File: src/include/ces_pkg.sv
// package for the coherence error syndrome capture block
package ces_pkg;

  // transaction type codes
  typedef enum logic [3:0] {
    plain_request_nodata        = 4'h0,
    type_rsvd_1                 = 4'h1,
    plain_request_with_data     = 4'h2,
    type_rsvd_3                 = 4'h3,
    intervene_req_no_reply      = 4'h4,
    intervene_req_reply         = 4'h5,
    intervene_req_data_no_reply = 4'h6,
    intervene_req_data_reply    = 4'h7,
    plain_reply_nodata          = 4'h8,
    plain_reply_data_later      = 4'h9,
    plain_reply_with_data       = 4'hA,
    plain_reply_data_only       = 4'hB,
    intervene_reply_nodata      = 4'hC,
    intervene_reply_data_later  = 4'hD,
    intervene_reply_with_data   = 4'hE,
    intervene_reply_data_only   = 4'hF
  } ces_txn_type_t;

  // error kinds
  localparam logic [3:0] CES_KIND_ECC_A  = 4'h1;
  localparam logic [3:0] CES_KIND_DECODE = 4'h2;
  localparam logic [3:0] CES_KIND_ECC_B  = 4'h3;
  localparam logic [3:0] CES_KIND_PARITY = 4'h4;
  localparam logic [3:0] CES_KIND_FLOCK  = 4'h5;

  // sizes: exponent of bytes
  localparam logic [2:0] CES_SIZE_4B   = 3'h2;
  localparam logic [2:0] CES_SIZE_8B   = 3'h3;
  localparam logic [2:0] CES_SIZE_32B  = 3'h5;
  localparam logic [2:0] CES_SIZE_128B = 3'h7;
  localparam logic [2:0] CES_SIZE_RPL  = 3'h6;
  localparam logic [2:0] uncached_attr = 3'h2;

  localparam int CES_DATA_LAT = 3; // data beat follows reply by this many
  localparam logic [57:0] CES_DETAIL_RST = 58'h0;
  localparam logic [3:0]  CES_KIND_RST   = 4'h0;

  // field positions of the detail word
  localparam int CES_ECC_KIND_BIT = 57;
  localparam int CES_DW_HI   = 56;
  localparam int CES_DW_LO   = 49;
  localparam int CES_WAY_HI  = 48;
  localparam int CES_WAY_LO  = 45;
  localparam int CES_SET_HI  = 44;
  localparam int CES_SET_LO  = 29;
  localparam int CES_BANK    = 28;
  localparam int CES_PORT_HI = 27;
  localparam int CES_PORT_LO = 22;
  localparam int CES_HART_HI = 21;
  localparam int CES_HART_LO = 18;
  localparam int CES_CMD_HI  = 17;
  localparam int CES_CMD_LO  = 14;
  localparam int CES_GRP_HI  = 13;
  localparam int CES_GRP_LO  = 11;
  localparam int CES_ATTR_HI = 10;
  localparam int CES_ATTR_LO = 8;
  localparam int CES_SIZE_HI = 7;
  localparam int CES_SIZE_LO = 5;
  localparam int CES_TYPE_HI = 4;
  localparam int CES_TYPE_LO = 1;
  localparam int CES_SCHED   = 0;
  localparam int CES_D_GICFETCH = 56;
  localparam int CES_D_NCMMIO   = 55;
  localparam int CES_D_CMMIO    = 54;
  localparam int CES_D_ATTR     = 52;
  localparam int CES_D_SIZE     = 51;
  localparam int CES_D_MULTI    = 50;
  localparam int CES_D_COHREG   = 49;
  localparam int CES_D_DBG      = 48;
  localparam int CES_D_FDC      = 47;
  localparam int CES_D_NORM     = 46;
  localparam int CES_D_GCR      = 45;
  localparam int CES_D_UGCR     = 44;
  localparam int CES_D_CPC      = 43;
  localparam int CES_D_GIC      = 42;
  localparam int CES_D_IO_COHERENCE_UNIT     = 41;
  localparam int CES_DCMD_HI = 40;
  localparam int CES_DCMD_LO = 37;
  localparam int CES_DGRP_HI = 36;
  localparam int CES_DGRP_LO = 34;
  localparam int CES_DDST_HI = 33;
  localparam int CES_DDST_LO = 28;
  localparam int CES_PDW_HI  = 35;
  localparam int CES_PDW_LO  = 28;

  // register map on the plain port (word index = byte addr / 4)
  localparam logic [3:0] CES_REG_LO   = 4'h0; // detail 31:0
  localparam logic [3:0] CES_REG_HI   = 4'h4; // detail 57:32
  localparam logic [3:0] CES_REG_STAT = 4'h8; // 0 valid, 7:4 kind
  localparam logic [3:0] CES_REG_CTRL = 4'hC; // 0 dual scheduler, 1 clr

  // requester-side attributes of the failing transaction
  typedef struct packed {
    logic [5:0]    port;
    logic [3:0]    hart;
    logic [3:0]    cmd;
    logic [2:0]    grp;
    logic [2:0]    attr;
    logic [2:0]    size;
    ces_txn_type_t ttype;
    logic          sched;
  } ces_req_t;

  // location for ecc and parity errors
  typedef struct packed {
    logic        is_data;
    logic [7:0]  dword;
    logic [3:0]  way;
    logic [15:0] set;
    logic        bank;
  } ces_loc_t;

  // decode-error cause and onward request
  typedef struct packed {
    logic       gic_fetch;
    logic       nc_mmio;
    logic       coh_mmio;
    logic       linked_load_cond_store;
    logic       multi;
    logic       coh_reg;
    logic       dbg;
    logic       fdc;
    logic       norm;
    logic [4:0] hit;   // gcr, user gcr, power, irq, io unit
    logic [3:0] dcmd;
    logic [2:0] dgrp;
    logic [5:0] ddst;
  } ces_dec_t;

  typedef struct packed {
    logic        valid;
    logic [3:0]  kind;
    logic [57:0] detail;
    logic [31:0] rdata;
    logic        dual;
  } ces_state_t;

endpackage

File: src/verilog/ces_capture.sv
// syndrome builder and capture register for coherence interconnect errors
`timescale 1ns/1ps

module ces_capture
  import ces_pkg::*;
(
  input  wire logic        clk,
  input  wire logic        rst_b,
  input  wire logic        err_valid,
  input  wire logic [3:0]  err_kind,
  input  wire ces_req_t    err_req,
  input  wire ces_loc_t    err_loc,
  input  wire ces_dec_t    err_dec,
  input  wire logic [3:0]  reg_addr,
  input  wire logic [31:0] reg_wdata,
  input  wire logic        reg_wr,
  input  wire logic        reg_rd,
  output logic [31:0]      reg_rdata,
  output logic [57:0]      error_detail_field,
  output logic [3:0]       error_kind,
  output logic             error_held
);

  ces_state_t s_q;
  ces_state_t s_d;
  logic [57:0] syn;
  logic        clr;

  ////////////////////////////////////////////////////////////////////////
  // reserved type codes are squashed to the no-data request code so that
  // software never sees an undefined transaction type
  function automatic ces_txn_type_t legal_type(input ces_txn_type_t t);
    unique case (t)
      type_rsvd_1, type_rsvd_3: legal_type = plain_request_nodata;
      default:                  legal_type = t;
    endcase
  endfunction

  // common low fields shared by every kind but fetch-lock upper bits
  function automatic logic [27:0] low_fields(input ces_req_t r,
                                             input logic     dual);
    logic [27:0] f;
    f = 28'h000_0000;
    f[CES_PORT_HI:CES_PORT_LO] = r.port;
    f[CES_HART_HI:CES_HART_LO] = {2'b00, r.hart[1:0]};
    f[CES_CMD_HI:CES_CMD_LO]   = r.cmd;
    f[CES_GRP_HI:CES_GRP_LO]   = r.grp;
    f[CES_ATTR_HI:CES_ATTR_LO] = r.attr;
    // the two reserved sizes never occur; recorded as given
    f[CES_SIZE_HI:CES_SIZE_LO] = r.size;
    f[CES_TYPE_HI:CES_TYPE_LO] = legal_type(r.ttype);
    f[CES_SCHED]               = dual & r.sched;
    low_fields = f;
  endfunction

  ////////////////////////////////////////////////////////////////////////
  // syndrome assembly; every unassigned bit stays zero
  always_comb begin
    syn = CES_DETAIL_RST;
    syn[27:0] = low_fields(err_req, s_q.dual);
    unique case (err_kind)
      CES_KIND_ECC_A, CES_KIND_ECC_B: begin
        syn[CES_ECC_KIND_BIT]    = err_loc.is_data;
        syn[CES_DW_HI:CES_DW_LO] = err_loc.dword;
        syn[CES_WAY_HI:CES_WAY_LO] = err_loc.way;
        syn[CES_SET_HI:CES_SET_LO] = {3'b000, err_loc.set[12:0]};
        syn[CES_BANK]              = err_loc.bank;
      end
      CES_KIND_DECODE: begin
        syn[CES_D_GICFETCH] = err_dec.gic_fetch;
        syn[CES_D_NCMMIO]   = err_dec.nc_mmio;
        syn[CES_D_CMMIO]    = err_dec.coh_mmio;
        // register access must be uncached and not linked
        syn[CES_D_ATTR] = err_dec.linked_load_cond_store
                        | (err_dec.norm && err_req.attr != uncached_attr);
        // register access must be four or eight bytes
        syn[CES_D_SIZE] = err_dec.norm && err_req.size != CES_SIZE_4B
                        && err_req.size != CES_SIZE_8B;
        syn[CES_D_MULTI]  = err_dec.multi;
        syn[CES_D_COHREG] = err_dec.coh_reg;
        syn[CES_D_DBG]    = err_dec.dbg;
        syn[CES_D_FDC]    = err_dec.fdc;
        syn[CES_D_NORM]   = err_dec.norm;
        syn[CES_D_GCR:CES_D_IO_COHERENCE_UNIT]     = err_dec.hit;
        syn[CES_DCMD_HI:CES_DCMD_LO]  = err_dec.dcmd;
        syn[CES_DGRP_HI:CES_DGRP_LO]  = err_dec.dgrp;
        syn[CES_DDST_HI:CES_DDST_LO]  = err_dec.ddst;
      end
      CES_KIND_PARITY: begin
        syn[CES_PDW_HI:CES_PDW_LO] = err_loc.dword;
      end
      default: begin
        // fetch-lock and others: upper bits reserved
        syn[57:28] = 30'h0000_0000;
        syn[CES_BANK] = 1'b0;
      end
    endcase
  end

  ////////////////////////////////////////////////////////////////////////
  // first error wins; later ones are dropped until software clears, so a
  // burst of errors cannot overwrite the root cause
  assign clr = reg_wr && reg_addr == CES_REG_CTRL && reg_wdata[1];

  always_comb begin
    s_d = s_q;
    s_d.rdata = 32'h0000_0000;
    if (clr) begin
      s_d.valid  = 1'b0;
      s_d.kind   = CES_KIND_RST;
      s_d.detail = CES_DETAIL_RST;
    end
    // capture beats clear in the same cycle
    if (err_valid && (!s_q.valid || clr)) begin
      s_d.valid  = 1'b1;
      s_d.kind   = err_kind;
      s_d.detail = syn;
    end
    if (reg_wr && reg_addr == CES_REG_CTRL) begin
      s_d.dual = reg_wdata[0];
    end
    if (reg_rd) begin
      unique case (reg_addr)
        CES_REG_LO:   s_d.rdata = s_q.detail[31:0];
        CES_REG_HI:   s_d.rdata = {6'h00, s_q.detail[57:32]};
        CES_REG_STAT: s_d.rdata = {24'h00_0000, s_q.kind, 3'b000,
                                   s_q.valid};
        CES_REG_CTRL: s_d.rdata = {31'h0000_0000, s_q.dual};
        default:      s_d.rdata = 32'h0000_0000;
      endcase
    end
  end

  always_ff @(posedge clk) begin
    if (!rst_b) begin
      s_q <= '0;
    end else begin
      s_q <= s_d;
    end
  end

  assign reg_rdata          = s_q.rdata;
  assign error_detail_field = s_q.detail;
  assign error_kind         = s_q.kind;
  assign error_held         = s_q.valid;

endmodule // ces_capture

File: config.mk
export PLATFORM = sky130hd
export DESIGN_NAME = ces_capture
export DESIGN_NICKNAME = d
export VERILOG_FILES = /design/src/include/ces_pkg.sv /design/src/verilog/ces_capture.sv
export SDC_FILE = /design/constraint.sdc
export NUM_CORES = 1
export LEC_CHECK = 0
export ABC_AREA = 1
export BUFFER_PORTS_ARGS = -buffer_cell sky130_fd_sc_hd__buf_4
export CAP_MARGIN = 20
export CORE_MARGIN = 1
export CORE_UTILIZATION = 44
export DETAILED_ROUTE_END_ITERATION = 16
export PLACE_DENSITY = 0.82
export SLEW_MARGIN = 20
export SYNTH_ARGS = -nofsm -noshare
export SYNTH_HDL_FRONTEND = slang
export SYNTH_SLANG_ARGS = --single-unit
File: constraint.sdc
create_clock -name clk -period 3.3 [get_ports clk]
set_input_delay 0.33 -clock clk [delete_from_list [all_inputs] [get_ports clk]]
set_output_delay 0.33 -clock clk [all_outputs]
set_load 0.05 [all_outputs]
=== Word-level counts from Yosys, hierarchy flattened ===
Cells that the tools add are included.

* Register bits after elaboration: 94
* Input bits: 130
* Output and inout port bits: 95
* Word-level logic and storage cells: 41

* Eq/ne operators: 12
* Mux-type cells: 9
* Bitwise logic cells: 2
* Reduce and logical (&&, ||, !) cells: 13

{| class="wikitable"
|+ Operators by type and width
! kind !! number
|-
| 32-bit one-hot mux with 4 select lines || 1
|-
| 63-bit two-way mux || 2
|-
| 17-bit one-hot mux with 2 select lines || 1
|-
| 8-bit one-hot mux with 3 select lines || 1
|-
| 4-bit by 2-bit equality test with 1-bit output, second input constant || 3
|-
| 3-bit by 2-bit inequality test with 1-bit output, second input constant || 3
|-
| 4-bit by 1-bit equality test with 1-bit output, second input constant || 2
|-
| 4-bit by 3-bit equality test with 1-bit output, second input constant || 2
|-
| 4-bit equality test, second input constant || 2
|-
| 1-bit logical AND || 6
|-
| 3-bit one-hot mux with 2 select lines || 1
|-
| 4-bit zero test || 1
|-
| 4-bit two-way mux || 1
|-
| 2-bit OR reduction || 2
|-
| 1-bit two-way mux || 2
|-
| 2-bit AND reduction || 1
|-
| 2-bit nonzero test || 1
|-
| 1-bit AND || 1
|-
| 1-bit zero test || 1
|-
| 1-bit logical OR || 1
|-
| 1-bit OR || 1
|}

=== Depth between registers and ports, before layout ===
* Depth after elaboration: 6
* Gate-level depth with buffers: 8

=== Least setup slack after synthesis ===
OpenSTA, ideal clock, no wires.

* Path kind: register -> register
* Start point: register s_q, in the netlist error_held
* End point: register s_q, in the netlist error_detail_field[10]
* Setup time: 70 ps
* Data arrival time: 1441 ps
* Required time: 3230 ps
* Slack: 1789 ps
* Cell stages (with the launch flop): 5
* Buffers on the path: 2
* Clock period less this slack: 1511 ps
* Cell sequence: dfxtp_1 > clkbuf_1 > buf_1 > o211ai_1 > a21oi_1

* Cells in the longest elaborated chain, start to end: 4

{| class="wikitable"
|+ RTL lines
! element !! RTL line !! RTL
|-
| start: declaration || ces_capture.sv:24 || <nowiki>ces_state_t s_q;</nowiki>
|-
| start signal: assignment || ces_capture.sv:136 || <nowiki>s_q <= '0;</nowiki>
|-
| start signal: assignment || ces_capture.sv:138 || <nowiki>s_q <= s_d;</nowiki>
|-
| 1-bit zero test (*) || ces_capture.sv:114 || <nowiki>if (err_valid && (!s_q.valid || clr)) begin</nowiki>
|-
| 1-bit logical OR (*) || ces_capture.sv:114 ||
|-
| 1-bit logical AND (*) || ces_capture.sv:114 ||
|-
| 63-bit two-way mux or 2-bit nonzero test (tied branches) || n/a ||
|}

Every way passes the cells marked *; elsewhere a longest branch is shown, timed or not.
A chain may end at the register's enable or synchronous reset.

=== Final worst setup path ===
* Start point: register s_q, in the netlist error_held
* End point: output port error_held

{| class="wikitable"
|+ RTL lines
! element !! RTL line !! RTL
|-
| end: declaration || ces_capture.sv:21 || <nowiki>output logic error_held</nowiki>
|}

No word-level cell between the ends.

==> results_dict.tcl <==
set metrics [dict create \
    final_max_slew_viol_count 0 \
    setup_tns_ns 0 \
    arrival_ns 1.60 \
    yosysSeqAreaShare 0.381 \
    cp-end-kind "primary output" \
    worstRegToRegCells 4 \
    final_cell_mix "buf_4, nand2_1, nand3_1" \
    vias_per_cell 5.39 \
    synth_area_mm2 0.00494 \
    synth_edf_count 0 \
    power_mw 2.34 \
    hpwlAfterDp_mm 9.71 \
    finalCriticalPeriod_ns 1.93 \
    cts_sinks 94 \
    finalClockSkew_ns 0.0163 \
    leakagePower_nw 2.48 \
    yosys.area_share.simple 0.234 \
    gp_congestion 0.805 \
    clock_latency_ns 0.35 \
    row_count 38 \
    yosys_warnings 0 \
    setup_viol 0 \
    hold_start "err_req[19]" \
    fmax_mhz 519 \
    report.final.hold_viol_count 0 \
    drt_iter0_markers 337 \
    hold_buffers 0 \
    regArea_mm2 0.00188 \
    post_dp_cell_area_mm2 0.00566 \
    synth_top_flop_cell "dfxtp_1" \
    r2r-start "error_held" \
    synth_compound_area_frac 0.178 \
    path_class "flip-flop to primary output" \
    grt_usage 0.240 \
    cts_tree "done" \
    place_ws_ns 1.28 \
    n_fill_cell 1066 \
    synth_async_sr_flop_share 0 \
    io_buffers 187 \
    hold_depth 3 \
    min_path_type "input pin to flip-flop" \
    dp.cells 848 \
    fin_util 0.538 \
    wl_mm 14.2 \
    nets 850 \
    path_cells "buf_4 > buf_4" \
    dieArea_mm2 0.0117 \
    final_area_mm2 0.00586 \
    vdd_drop_max_mv 0.277 \
    start_util 0.454 \
    relSlewSlack 0.280 \
    maxCapViolCount 0 \
    path_common_cell "buf_4" \
    first_global_vias 4048 \
    final_common_cell "buf_4" \
    startpoint "error_held" \
    antenna_cells 0 \
    cts_root_buf "clkbuf_8" \
    finalCritPeriodShare 0.583 \
    syn-instance-count 656 \
    antenna_found_initial 0 \
    synth_top_family_by_area "simple AND/OR/NAND/NOR gates" \
    muxShareOfSynthArea 0 \
    coreArea_mm2 0.0109 \
    htree_levels 3 \
    post_cts_buffers 0 \
    drt-pass1-iter-count 5 \
    outcome "finished clean" \
    cts_made_buffers 9 \
    fin_ws_ns 1.37 \
    slowest_delay_ns 0.53 \
    wl_per_cell_um 16.4 \
    synth_cell_type_count 27 \
    area_growth_pct 18.6 \
    synth_fa_ha_area_frac 0 \
    drc_errors 0 \
    rsz0062_at_grt "false" \
    stdcell_count 865 \
    ys_ff_latch 94 \
    clockBufferDepth 2 \
    crit_fanout 62 \
    synth_xor_area_frac 0 \
    syn_area_per_cell_um2 7.53 \
    tightest_slew_ns 1.08 \
    hold_slack_ns 0.246 \
    multiInputGateArea_mm2 0.00205 \
    die_y_um 108 \
    drive_above_1_share 0.310 \
    grt_max_degree 63 \
    crit_slowest_cell "buf_4" \
    final_antenna_net_count 0 \
    powerDensity_mw_per_mm2 399 \
    via_count 4666 \
    cp.required_ns 2.97 \
    clkTransAtPathRegs_ns 0.10 \
    worstSetupStartpointType "flip-flop" \
    io_pins 225 \
    post_cts_resized 0 \
    grt_pass1_wl_mm 21.6 \
    die_w_um 108 \
    grt_overflow 0 \
]
## layer usage
| layer | track usage | up-vias | part of all wire |
|---|---|---|---|
| li1 | - | 2270 | - |
| met1 | 0.348 | 2139 | 0.45 |
| met2 | 0.369 | 237 | 0.45 |
| met3 | 0.0410 | 20 | 0.077 |
| met4 | 0.0568 | 0 | 0.018 |
| met5 | 0 | - | 0 |
## cell type report
| type | instances | share of cell area |
|---|---|---|
| flip-flops and latches | 94 | 0.321 |
| multi-input cells | 396 | 0.349 |
| repair buffers | 198 | 0.256 |
| well taps | 140 | 0.0299 |
| clock buffers | 12 | 0.0248 |
| inverters | 21 | 0.0135 |
| clock inverters | 4 | 0.00555 |
## sequential cells by signal (all words and copies together) (netlist names)
name and flops:
error_detail_field 56, error_held 1, s_q 1, reg_rdata 32
error_kind 4
## path summary, 6_finish.rpt
kind,endpoint,slack [ns]
setup / recovery,error_held,1.37
hold / removal,error_detail_field[19],0.25
setup reg to reg,error_detail_field[53],1.80
hold reg to reg,reg_rdata[28],0.47
## report_power, final
group          switching (mW)  internal, mW
Clock                   0.407         0.299
Combinational           0.284         0.158
Sequential             0.0268          1.16
## cells by family (layout without fill, tap and decap cells)
family,after synthesis,count (layout)
AOI/OAI and AO/OA,145,145
buffers and inverters,167,235
DFF,94,94
other,1,2
and+or+nand+nor,249,249
## Yosys cell counts (2+ instances only)
library cell | instances | area, µm²
o21ai_0 | 3 | 15.0
o211ai_1 | 59 | 443
nand2_1 | 112 | 420
nand4_1 | 8 | 50.1
buf_4 | 100 | 751
buf_1 | 3 | 11.3
buf_2 | 12 | 60.1
dfxtp_1 | 94 | 1880
nor3_4 | 2 | 32.5
nand3_1 | 95 | 475
nor2_2 | 2 | 12.5
clkbuf_1 | 31 | 116
inv_1 | 17 | 63.8
inv_2 | 2 | 7.51
a21oi_1 | 80 | 400
nor2_1 | 22 | 82.6
nand3b_1 | 3 | 22.5
clkinv_1 | 2 | 7.51
## worst max-delay path, delay by kind of cell (launching register included)
kind / cells / cell delay [ns]
flops: 1 / 0.35
buf+inv: 2 / 0.85
Power figures use the tool's default switching activity.
